File: config.mk
export PLATFORM = sky130hd
export DESIGN_NAME = pcms_top
export DESIGN_NICKNAME = d
export VERILOG_FILES = /design/src/rtl/pcms_pkg.sv /design/src/rtl/pcms_top.sv /design/src/rtl/pcms_sync.sv
export VERILOG_INCLUDE_DIRS = /design/src /design/src/rtl
export SDC_FILE = /design/constraint.sdc
export NUM_CORES = 1
export LEC_CHECK = 0
export BUFFER_PORTS_ARGS = -buffer_cell sky130_fd_sc_hd__buf_2
export CAP_MARGIN = 20
export CORE_MARGIN = 3
export CORE_UTILIZATION = 46
export CTS_BUF_LIST = sky130_fd_sc_hd__clkbuf_4 sky130_fd_sc_hd__clkbuf_8 sky130_fd_sc_hd__clkbuf_16
export DETAILED_ROUTE_END_ITERATION = 10
export PLACE_DENSITY = 0.75
export SKIP_LAST_GASP = 1
export SLEW_MARGIN = 10
export SYNTH_ARGS = -nofsm -noshare
export SYNTH_HDL_FRONTEND = slang
export SYNTH_SLANG_ARGS = --single-unit
File: constraint.sdc
create_clock -name mclk -period 2.5 [get_ports mclk]
set_clock_uncertainty 0.1 [all_clocks]
set_input_delay 0 -clock mclk [delete_from_list [all_inputs] [get_ports mclk]]
set_output_delay 0 -clock mclk [all_outputs]
set_load 0.05 [all_outputs]
File: src/rtl/pcms_defs.svh
// Purpose: Offsets, field positions, reset values and codes of the media config/status block.
// Assumes: 32-bit APB data, byte addresses.
// Notes: Definitions only.
`ifndef PCMS_DEFS_SVH
`define PCMS_DEFS_SVH

`define PCMS_ADDR_W          12
`define PCMS_OFF_CFG         12'h004
`define PCMS_OFF_IRQ_STATUS  12'h040
`define PCMS_OFF_IRQ_ENABLE  12'h044
`define PCMS_OFF_IRQ_CLEAR   12'h048
`define PCMS_CFG_RESET       32'h00000000
`define PCMS_BIT_LINK        31
`define PCMS_BIT_RATE        30
`define PCMS_BIT_FDX         29
`define PCMS_BIT_POL         28
`define PCMS_BIT_ANDONE      27
`define PCMS_PHYCFG_HI       23
`define PCMS_PHYCFG_LO       18
`define PCMS_BIT_ACLR        17
`define PCMS_BIT_PAUSE       16
`define PCMS_SEL_HI          15
`define PCMS_SEL_LO          13
`define PCMS_BIT_EXT         12
`define PCMS_BIT_PDOWN       9
`define PCMS_RW_MASK         32'h00FFF3FF
`define PCMS_IRQ_W           4
`define PCMS_IRQ_RESET       4'h0

`endif

File: src/rtl/pcms_pkg.sv
// Purpose: Types shared by the media config/status block.
// Assumes: Nothing beyond the defs header.
// Notes: Selector codes are three bits, lowest bit enables negotiation.
package pcms_pkg;

	typedef enum logic [2:0] {
		PCMS_SEL_F10H  = 3'h0,
		PCMS_SEL_A10HF = 3'h1,
		PCMS_SEL_F100H = 3'h2,
		PCMS_SEL_A_HD  = 3'h3,
		PCMS_SEL_F10F  = 3'h4,
		PCMS_SEL_A100  = 3'h5,
		PCMS_SEL_F100F = 3'h6,
		PCMS_SEL_A_ALL = 3'h7
	} pcms_sel_t;

	typedef struct packed {
		logic link_good;
		logic rate_hundred;
		logic full_duplex;
		logic pair_reversed;
		logic autoneg_done;
	} pcms_phy_status_t;

	typedef struct packed {
		logic       autoneg_enable;
		logic       force_hundred;
		logic       force_full;
		logic [3:0] advertise;
		logic       pause_offer;
	} pcms_phy_mode_t;

endpackage

File: src/rtl/pcms_top.sv
// Purpose: Configuration and media status register with phy status, phy mode decode and irq.
// Assumes: APB slave, one clock mclk, synchronous active-low nrst.
// Notes: Phy status pins are asynchronous and pass two flip-flops.
// Function
// - Bit 31 shows phy link good.
// - Bit 30 shows 100 Mb/s rate.
// - Bit 29 shows full duplex.
// - Bit 28 reversed polarity, only at 10.
// - Bit 27 negotiation finished or inactive.
// - Bits 23-18 hold phy power-on configuration.
// - Bit 17 set: status read clears phy irq.
// - Bit 17 clear: phy irq held until cleared.
// - Bit 16 pause offer loaded from EEPROM.
// - Pause offered only with full duplex advertised.
// - Bits 15-13 selector, EEPROM loaded, read/write.
// - Even selector codes force rate and duplex.
// - Odd selector codes enable negotiation, advertise.
// - Bit 12 set: MII on, sets bit 9.
// - Register resets to all zeros.
// - Register decoded at byte offset 0004h.
// - Bit 9 holds phy in low power.
`include "pcms_defs.svh"
`timescale 1ns/100ps
`default_nettype none
module pcms_top (
	input  wire logic                          mclk,
	input  wire logic                          nrst,
	input  wire logic                          soft_rst,
	input  wire logic                          psel,
	input  wire logic                          penable,
	input  wire logic                          pwrite,
	input  wire logic [`PCMS_ADDR_W-1:0]       paddr,
	input  wire logic [31:0]                   pwdata,
	input  wire logic [3:0]                    pstrb,
	output var  logic [31:0]                   prdata,
	output var  logic                          pready,
	output var  logic                          pslverr,
	input  wire pcms_pkg::pcms_phy_status_t    phy_status_pin,
	input  wire logic                          phy_irq_pin,
	input  wire logic                          phy_irq_manual_clear,
	input  wire logic                          irq_status_read,
	input  wire logic                          eeprom_load,
	input  wire logic [5:0]                    eeprom_phy_cfg,
	input  wire logic                          eeprom_pause,
	input  wire logic [2:0]                    eeprom_selector,
	output var  logic [5:0]                    phy_cfg,
	output var  pcms_pkg::pcms_phy_mode_t      phy_mode,
	output var  logic                          phy_power_down,
	output var  logic                          mii_enable,
	output var  logic                          phy_irq_pending,
	output var  logic                          irq
);
	pcms_pkg::pcms_phy_status_t phy_status_s;
	logic                       phy_irq_s;
	logic                       phy_irq_s_d;
	logic [31:0]                cfg_rw;
	logic [`PCMS_IRQ_W-1:0]     irq_status;
	logic [`PCMS_IRQ_W-1:0]     irq_enable;
	logic [`PCMS_IRQ_W-1:0]     irq_event;
	pcms_pkg::pcms_phy_status_t status_d;

	pcms_sync #(
		.W ($bits(pcms_pkg::pcms_phy_status_t) + 1)
	) u_sync (
		.mclk (mclk),
		.nrst (nrst),
		.din  ({phy_status_pin, phy_irq_pin}),
		.dout ({phy_status_s, phy_irq_s})
	);

	// Bus decode.
	wire        access     = psel && penable;
	wire        wr_access  = access && pwrite;
	wire        rd_access  = access && !pwrite;
	wire        hit_cfg    = (paddr == `PCMS_OFF_CFG);
	wire        hit_ists   = (paddr == `PCMS_OFF_IRQ_STATUS);
	wire        hit_ien    = (paddr == `PCMS_OFF_IRQ_ENABLE);
	wire        hit_iclr   = (paddr == `PCMS_OFF_IRQ_CLEAR);
	wire        hit_any    = hit_cfg || hit_ists || hit_ien || hit_iclr;
	wire [31:0] byte_mask  = {{8{pstrb[3]}}, {8{pstrb[2]}}, {8{pstrb[1]}}, {8{pstrb[0]}}};
	wire        wr_cfg     = wr_access && hit_cfg;
	wire        wr_ien     = wr_access && hit_ien;
	wire        wr_iclr    = wr_access && hit_iclr;
	wire        rd_ists    = rd_access && hit_ists;

	wire [31:0] wr_mask    = byte_mask & `PCMS_RW_MASK;
	wire [31:0] cfg_merged = (cfg_rw & ~wr_mask) | (pwdata & wr_mask);
	wire [31:0] cfg_write  = cfg_merged | ({31'h0, cfg_merged[`PCMS_BIT_EXT]} << `PCMS_BIT_PDOWN);

	// EEPROM load of phy config, pause and selector
	wire [31:0] cfg_eeprom = {cfg_rw[31:24], eeprom_phy_cfg, cfg_rw[`PCMS_BIT_ACLR],
				  eeprom_pause, eeprom_selector, cfg_rw[12:0]};

	wire [31:0] next_cfg_rw = eeprom_load ? cfg_eeprom : (wr_cfg ? cfg_write : cfg_rw);

	// zero on hard and soft reset
	always_ff @(posedge mclk) begin
		if (!nrst || soft_rst) begin
			cfg_rw <= `PCMS_CFG_RESET;
		end else begin
			cfg_rw <= next_cfg_rw;
		end
	end

	wire        pol_bit   = phy_status_s.pair_reversed && !phy_status_s.rate_hundred;
	wire [4:0]  stat_bits = {phy_status_s.link_good, phy_status_s.rate_hundred,
				 phy_status_s.full_duplex, pol_bit, phy_status_s.autoneg_done};
	// bits 26-24 and 11 read zero
	wire [31:0] cfg_read  = {stat_bits, 3'h0, cfg_rw[23:12], 1'b0, cfg_rw[10:0]};

	wire [2:0]  sel       = cfg_rw[`PCMS_SEL_HI:`PCMS_SEL_LO];
	// forced modes when lowest bit zero
	wire        force_100 = sel[1];
	wire        force_fd  = sel[2];
	// advertise set when lowest bit one
	logic [3:0] adv;
	always_comb begin
		unique case (pcms_pkg::pcms_sel_t'(sel))
			pcms_pkg::PCMS_SEL_A10HF: adv = 4'h3;
			pcms_pkg::PCMS_SEL_A_HD:  adv = 4'h5;
			pcms_pkg::PCMS_SEL_A100:  adv = 4'hC;
			pcms_pkg::PCMS_SEL_A_ALL: adv = 4'hF;
			default:                  adv = 4'h0;
		endcase
	end
	wire        fd_adv    = adv[1] || adv[3];
	wire        pause_ok  = cfg_rw[`PCMS_BIT_PAUSE] && sel[0] && fd_adv;

	pcms_pkg::pcms_phy_mode_t next_mode;
	assign next_mode = '{autoneg_enable: sel[0], force_hundred: force_100 && !sel[0],
			     force_full: force_fd && !sel[0], advertise: adv, pause_offer: pause_ok};

	// Phy irq and status change events feed the local interrupt.
	wire        irq_rise  = phy_irq_s && !phy_irq_s_d;
	assign irq_event = {irq_rise, status_d.autoneg_done != phy_status_s.autoneg_done,
			    status_d.rate_hundred != phy_status_s.rate_hundred,
			    status_d.link_good != phy_status_s.link_good};
	// read of status clears phy irq when bit 17 set
	wire        auto_clr  = rd_ists && cfg_rw[`PCMS_BIT_ACLR];
	wire        phy_clr   = auto_clr || phy_irq_manual_clear;
	wire        next_phy_pending = irq_rise || (phy_irq_pending && !phy_clr);

	wire [`PCMS_IRQ_W-1:0] clr_bits     = wr_iclr ? pwdata[`PCMS_IRQ_W-1:0] : `PCMS_IRQ_RESET;
	wire [`PCMS_IRQ_W-1:0] next_ists    = irq_event | (irq_status & ~clr_bits);
	wire [`PCMS_IRQ_W-1:0] next_ien     = wr_ien ? pwdata[`PCMS_IRQ_W-1:0] : irq_enable;

	logic [31:0] rd_mux;
	always_comb begin
		rd_mux = 32'h00000000;
		if (hit_cfg) begin
			rd_mux = cfg_read;
		end else if (hit_ists) begin
			rd_mux = {28'h0, irq_status};
		end else if (hit_ien) begin
			rd_mux = {28'h0, irq_enable};
		end
	end

	always_ff @(posedge mclk) begin
		if (!nrst) begin
			phy_irq_s_d     <= 1'b0;
			status_d        <= '0;
			irq_status      <= `PCMS_IRQ_RESET;
			irq_enable      <= `PCMS_IRQ_RESET;
			phy_irq_pending <= 1'b0;
			irq             <= 1'b0;
		end else begin
			phy_irq_s_d     <= phy_irq_s;
			status_d        <= phy_status_s;
			irq_status      <= next_ists;
			irq_enable      <= next_ien;
			phy_irq_pending <= next_phy_pending;
			irq             <= |(next_ists & next_ien);
		end
	end

	// Outputs registered; pready answers in the setup cycle's next edge.
	always_ff @(posedge mclk) begin
		if (!nrst) begin
			prdata         <= 32'h00000000;
			pready         <= 1'b0;
			pslverr        <= 1'b0;
			phy_cfg        <= 6'h00;
			phy_mode       <= '0;
			phy_power_down <= 1'b0;
			mii_enable     <= 1'b0;
		end else begin
			pready         <= psel && !penable;
			pslverr        <= psel && !penable && !hit_any;
			prdata         <= (psel && !penable && !pwrite) ? rd_mux : prdata;
			phy_cfg        <= cfg_rw[`PCMS_PHYCFG_HI:`PCMS_PHYCFG_LO];
			phy_mode       <= next_mode;
			phy_power_down <= cfg_rw[`PCMS_BIT_PDOWN];
			mii_enable     <= cfg_rw[`PCMS_BIT_EXT];
		end
	end
endmodule
`default_nettype wire

File: src/rtl/pcms_sync.sv
// Purpose: Two-flop synchroniser for a bus of pin levels.
// Assumes: Inputs are quasi-static levels.
// Notes: First stage is read only by the second stage.
`timescale 1ns/100ps
`default_nettype none
module pcms_sync #(
	parameter int W = 1
) (
	input  wire logic         mclk,
	input  wire logic         nrst,
	input  wire logic [W-1:0] din,
	output var  logic [W-1:0] dout
);
	logic [W-1:0] stage1;

	always_ff @(posedge mclk) begin
		if (!nrst) begin
			stage1 <= '0;
			dout   <= '0;
		end else begin
			stage1 <= din;
			dout   <= stage1;
		end
	end
endmodule
`default_nettype wire

==> metrics.txt, run 1 <==
Port Buffer Count 107; non-filler cells in the finished layout 575; power share of the clock group 35.7%; synth top area cells dfxtp_1 (53%), mux2i_1 (7.1%), and2_1 (4.5%); Sw Share 23.68%; number of global-route vias before repair 2,797; Seq/Total Area, Yosys 53.18%; DR WL/cell 14.51 microns; R2R setup slack 0.92 ns; Hold WS 0.01296 ns; Setup CP Type primary input to register; Die Y 93.24 microns; synthesis-to-finish area growth 35.31%; Final Hold Fails 0; hold depth 4; Pwr per Cell Area 584.2 nW/um^2; most common cell in the synthesized netlist dfxtp_1; Crit path max-delay family buffers and inverters; CTS tree yes; Post-Synthesis Cells 322; DR pass1 iterations 4; via/cell ratio 4.946; R2R Path End cfg_rw[15]; r2r startpoint cfg_rw[15]; HP Class primary input to register; dpl ws 0.5411 ns; post-synthesis register bit count 93; Detailed Place HPWL 5417 microns; Final #Nets 544; share of layout cells above drive strength 1 30.67%; Seq pwr share 55.0%; Pint 2112 uW; global-route wire length before repair 13,050 microns; Max Cap Violations 0; initial antenna violation count 0; gr ovfl total 0; Worst Max-Slew Pin Slew 0.6018 ns; slowest CP cell dlygate4sd3_1; routability cong. 0.7812; placed insts 513; vias 2,844; status complete, no violations; # IOs 125; CTS Buf Count 9; Rel. slew slack 59.84%; row cnt 31; combinational share of power 9.3%; DRC viols 0; drt first-iter violations 150; core area 7331 sq um; worst IR drop on VDD 0.3747 mV; Worst Path Required 2.64 ns; crit path DAT 2.49 ns; warning count from the yosys run 0; root buf cell clkbuf_8; EDFF count, synth 0; dominant cell type by area after synthesis dfxtp_1; GRT Total Usage 19.06%; CTS Buffer Depth 2; Worst R2R Path Depth 3; most frequent cell on the critical path dlygate4sd3_1; NetSw 655.4 uW; Diodes inserted 0; Initial Util 47.76%; critical path fanouts, max 5; die extent in x 93.24 microns; Worst-path clk slew 0.08 ns; Final min period 2.349 ns; die area 8694 sq um; Synth Flop Type dfxtp_1; crit path cell chain dlygate4sd3_1 > buf_2 > nand2b_1 > nor4_4 > nand3_1 > o32ai_1 > dlygate4sd3_1 > nor2_1; Worst Slack Setup Final 0.1505 ns; H-tree Lvls 3; RSZ-0062 raised after global routing no; Post-Syn Area 3501 sq um; Leak 0.002246 uW; share of Yosys cell area claimed by the top area cell type 53.18%; Critical Path End Type register; worst skew pair latency 0.35 ns; Cell variety after synth 48; clock sinks 93; DRT Wirelength 8346 microns; fraction of registers with async set or reset after synthesis 0%; setup_tns 0 ns; Buf+Inv Stages, Crit Path 3; Max Slew Vio Count 0; CP max stage delay 0.59 ns; period utilization 93.98%; Final ANT Viol Nets 0; largest net degree at the start of global routing 31; final setup violation count 0; Filler cells 597; Startpoint Class primary input; Avg Inst Size Synth 10.87 sq um; most frequent cells after synthesis dfxtp_1 (93), nor2_1 (27), and2_1 (25), mux2i_1 (25); hold_sp pstrb[0]; max frequency 425.6 MHz
-- logic make-up (layout without fill, tap and decap cells) --
group                     Yosys count  count (layout)  synth area share [%]
DFF                                93              93                 53.18
other                               1               5                0.1071
xor gates and xnor gates            3               3                0.7507
muxes                              29              29                 8.435
AOI/OAI and AO/OA                  60              60                 12.87
and+or+nand+nor                   106             106                 20.34
buffers and inverters              30             180                 4.324
-- worst reg2reg max path: stages (launching register included) --
cell and delay, ns:
dfxtp_1 0.47, mux2i_1 0.13, a211oi_1 0.25, dlygate4sd3_1 0.57
-- how the worst max path moves through the flow --
stage               cells after the start      start  slack [ns]         end
floorplan                               6   paddr[2]        1.04         irq
global placement                        6  paddr[10]        0.64  cfg_rw[15]
detailed placement                      6  paddr[10]        0.54  cfg_rw[13]
CTS                                     8   paddr[3]        0.11  cfg_rw[13]
global route                            8   paddr[3]        0.04   cfg_rw[9]
finish                                  8   paddr[3]        0.15   cfg_rw[9]
-- layout make-up --
class / instances / area (sq um) / share of cell area [%]
sequential: 93 / 1862 / 39.30
multi-input combinational: 203 / 1508 / 31.83
timing repair buffer: 156 / 1013 / 21.39
clock buffer: 10 / 137.6 / 2.905
tap: 99 / 123.9 / 2.615
clock inverter: 6 / 62.56 / 1.321
inverter: 8 / 30.03 / 0.6339
-- metrics by stage --
| stage | cell area, sq um | power, uW | util (%) |
|---|---|---|---|
| after global placement | 4076 | 1761 | 55.61 |
| after CTS | 4717 | 2797 | 64.35 |
| after floorplan | 3516 | 1682 | - |
| after global routing | 4737 | 2874 | 64.62 |
| final | 4737 | 2767 | 64.62 |
| after detailed placement | 4076 | 1765 | 55.61 |
-- power by group through the flow --
stage | registers [uW] | clock network (uW) | logic [uW]
global placement | 1560 | 0 | 204
floorplan | 1580 | 0 | 103
detailed placement | 1560 | 0 | 207
finish | 1520 | 987 | 257
CTS | 1520 | 1020 | 255
global route | 1530 | 1070 | 276
-- routing by layer --
layer,up-vias,GRT usage [%],part of all wire [%]
li1,1409,-,-
met1,1334,22.95,42
met5,-,0,0
met3,15,3.540,5.4
met2,86,33.00,50
met4,0,8.303,2.1
-- layout by cell type, fill, tap and decap left out, types with 5 or more instances in the layout --
master,count
dlygate4sd3_1,44
nor2b_1,13
clkbuf_8,10
inv_1,8
mux2i_1,25
a21boi_0,5
a22oi_1,13
and2_1,25
nor2_1,27
buf_2,107
a211oi_1,10
dfxtp_1,93
a22o_1,13
buf_4,5
nand2_1,7
conb_1,5
-- what timing repair did --
action                                  CTS  global route
endpoints found under the setup margin    0             7
resized for setup                         0             1
hold buffers                             44             0
hold endpoints to repair                 41             0
buffers inserted                          0             2
Note: power is estimated with default switching activity, not from simulation.
==> run 2: changes to the inputs <==
Settings changed: SYNTH_HIERARCHICAL set to 1.
==> metrics.txt, run 2 <==
DRC viols 0 (unchanged); die extent in x 93.02 microns (-0.24%); HP Class primary input to register; Critical Path End Type register; most frequent cells in the layout buf_2 (107), dfxtp_1 (93), dlygate4sd3_1 (47); # IOs 125 (unchanged); power share of the clock group 34.1% (-1.6 points); setup_tns 0 ns (unchanged); row cnt 31 (unchanged); r2r startpoint cfg_rw[15]; Worst Path Required 2.70 ns (+0.06 ns); non-filler cells in the finished layout 611 (+6.3%); routability cong. 0.8093 (+3.6%); global-route wire length before repair 14,430 microns (+11%); Rel. slew slack 38.67% (-21 points); crit path DAT 2.54 ns (+0.05 ns); number of global-route vias before repair 3,157 (+13%); synthesis-to-finish area growth 36.24%; dominant cell type by area after synthesis dfxtp_1; Sw Share 25.86% (+2.2 points); Cell variety after synth 42 (-13%); worst skew pair latency 0.36 ns (about the same); Max Slew Vio Count 0 (unchanged); DRT Wirelength 8901 microns (+6.6%); Final ANT Viol Nets 0 (unchanged); launch point of the worst path paddr[9]; Final min period 2.346 ns (-0.003007 ns); share of Yosys cell area claimed by the top area cell type 53.45% (+0.27 points); Seq pwr share 56.4% (+1.4 points); Initial Util 47.77% (about the same); Post-Layout Inst Area 4746 sq um (+0.18%); xor/xnor share of the synthesized area 0.7543% (+0.0038 points); CTS Buffer Depth 2 (unchanged); post-synthesis register bit count 93 (unchanged); CTS tree yes; period utilization 93.86% (-0.12 points); Placement Cell Area 4091 sq um (+0.37%); GRT Total Usage 21.08% (+2.0 points); largest net degree at the start of global routing 38 (+23%); RSZ-0062 raised after global routing no; slowest CP cell dlygate4sd3_1; Worst-path clk slew 0.09 ns (about the same); mux cell area share after synthesis 4.885% (-3.5 points); commonest non-fill, non-tap cell in the layout buf_2; DR pass1 iterations 4 (unchanged); Setup Buffers After CTS 0 (unchanged); CTS Buf Count 9 (unchanged); Seq/Total Area, Yosys 53.45% (+0.27 points); Pint 2001 uW (-5.3%); Final Hold Fails 0 (unchanged); most common cell in the synthesized netlist dfxtp_1; Detailed Place HPWL 5887 microns (+8.7%); fraction of registers with async set or reset after synthesis 0% (unchanged); status complete, no violations; clock sinks 93 (unchanged); Port Buffer Count 107 (unchanged); drt first-iter violations 161 (+7.3%); DR WL/cell 14.57 microns (+0.37%); Post-Syn Area 3483 sq um (-0.50%); root buf cell clkbuf_8; Crit path max-delay family buffers and inverters; Final #Nets 580 (+6.6%); most frequent cell on the critical path dlygate4sd3_1; critical path fanouts, max 23 (+18); most frequent cells after synthesis dfxtp_1 (93), nand2_1 (33), nand3_1 (24); via/cell ratio 5.065 (+2.4%); adder-cell share of the synthesized area 0% (unchanged); CP max stage delay 0.60 ns (about the same); gr ovfl total 0 (unchanged); Worst Max-Slew Pin Slew 0.9200 ns (+0.3182 ns); combinational share of power 9.5% (+0.2 points); Setup CP Type primary input to register; EDFF count, synth 0 (unchanged); crit path cell chain dlygate4sd3_1 > buf_2 > nor4_4 > buf_6 > nand3_1 > buf_4 > mux2i_1 > a211oi_1 > dlygate4sd3_1; Post-Synthesis Cells 356 (+11%); final setup violation count 0 (unchanged); vias 3,095 (+8.8%); Buf+Inv Stages, Crit Path 5 (+2); placed insts 548 (+6.8%); max frequency 426.2 MHz (+0.13%); H-tree Lvls 3 (unchanged); Synth Area in Simple Gates 20.51% (+0.17 points); die area 8653 sq um (-0.47%); Leak 0.002136 uW (-4.9%); share of layout cells above drive strength 1 28.52% (-2.2 points); worst IR drop on VDD 0.3018 mV (-19%); Diodes inserted 0 (unchanged); initial antenna violation count 0 (unchanged); Pwr per Cell Area 568.7 nW/um^2 (-2.7%); Startpoint Class primary input; Max Cap Violations 0 (unchanged); warning count from the yosys run 6 (+6); core area 7292 sq um (-0.53%); Synth Area in Compound Gates 15.95% (+3.1 points); hold_sp paddr[3]; largest family of logic cells by synthesized area simple AND/OR/NAND/NOR gates; synth top area cells dfxtp_1 (53%), mux2i_1 (4.9%), nand2_1 (3.6%); Avg Inst Size Synth 9.785 sq um (-10%); Die Y 93.02 microns (-0.24%); NetSw 697.9 uW (+6.5%); Synth Flop Type dfxtp_1
-- run 2: cell count changes in the layout (fill, tap and decap cells not counted), moves of 9 or more --
cell,delta
nand2_1,+26
nand3_1,+20
nor2b_1,-12
a21boi_0,+10
a22oi_1,-9
-- run 2: path summary, 6_finish.rpt --
| path | depth (start not counted) | slack, ns | endpoint |
|---|---|---|---|
| max | 9 | 0.15 | cfg_rw[21] |
| min | 3 | 0.04 | phy_irq_pending |
| max reg2reg | 3 | 0.94 | cfg_rw[15] |
| min reg2reg | 1 | 0.34 | u_sync/dout[1] |
-- run 2: power groups by stage --
| stage | logic [uW] | clock network [uW] | registers, uW |
|---|---|---|---|
| 2_1_floorplan | 102 | 0 | 1580 |
| 3_3_place_gp | 199 | 0 | 1560 |
| 3_5_place_dp | 202 | 0 | 1560 |
| 4_1_cts | 252 | 942 | 1520 |
| 5_1_grt | 278 | 999 | 1530 |
| 6_report | 256 | 920 | 1520 |
-- run 2: layout make-up --
cell class | instances | area [sq um]
fill | 648 | 2546
inverter | 5 | 18.77
clock inverter | 7 | 56.30
sequential | 93 | 1862
multi-input combinational | 237 | 1499
timing repair buffer | 161 | 1062
clock buffer | 9 | 123.9
tap | 99 | 123.9
-- run 2: logic make-up (layout without fill, tap and decap cells) --
kind of cell | Yosys count | count (layout)
DFF | 93 | 93
xor gates and xnor gates | 3 | 3
and+or+nand+nor | 134 | 134
muxes | 17 | 17
AOI/OAI and AO/OA | 78 | 78
buffers and inverters | 30 | 182
other | 1 | 5
-- run 2: timing repair --
action | in CTS | in global routing
gates resized for setup | 0 | 1
endpoints found under the setup margin | 0 | 2
endpoints found under the hold margin | 37 | 0
hold buffers | 47 | 0
-- run 2: per-stage QoR --
| stage | hold slack, ns | setup slack [ns] | total power, uW | utilization, % |
|---|---|---|---|---|
| finish | 0.03517 | 0.1535 | 2699 | 65.08 |
| global route | 0.06131 | 0.03601 | 2804 | 65.08 |
| CTS | 0.01276 | 0.2066 | 2718 | 65.03 |
| detailed placement | 0.1099 | 0.1687 | 1761 | 56.11 |
| global placement | 0.1066 | 0.2389 | 1756 | 56.11 |
| floorplan | 0.02729 | 0.4911 | 1681 | - |
-- run 2: tightest hold or removal path: stages --
cell      delay, ns
buf_2          0.16
o311ai_1       0.11
a21boi_0       0.17
-- run 2: routing by layer --
| metal | global-route usage [%] | routed length [microns] | share of wire (%) |
|---|---|---|---|
| met3 | 3.540 | 458 | 5.1 |
| met1 | 26.68 | 4023 | 45 |
| met5 | 0 | 0 | 0 |
| met4 | 10.13 | 212 | 2.4 |
| met2 | 34.91 | 4207 | 47 |
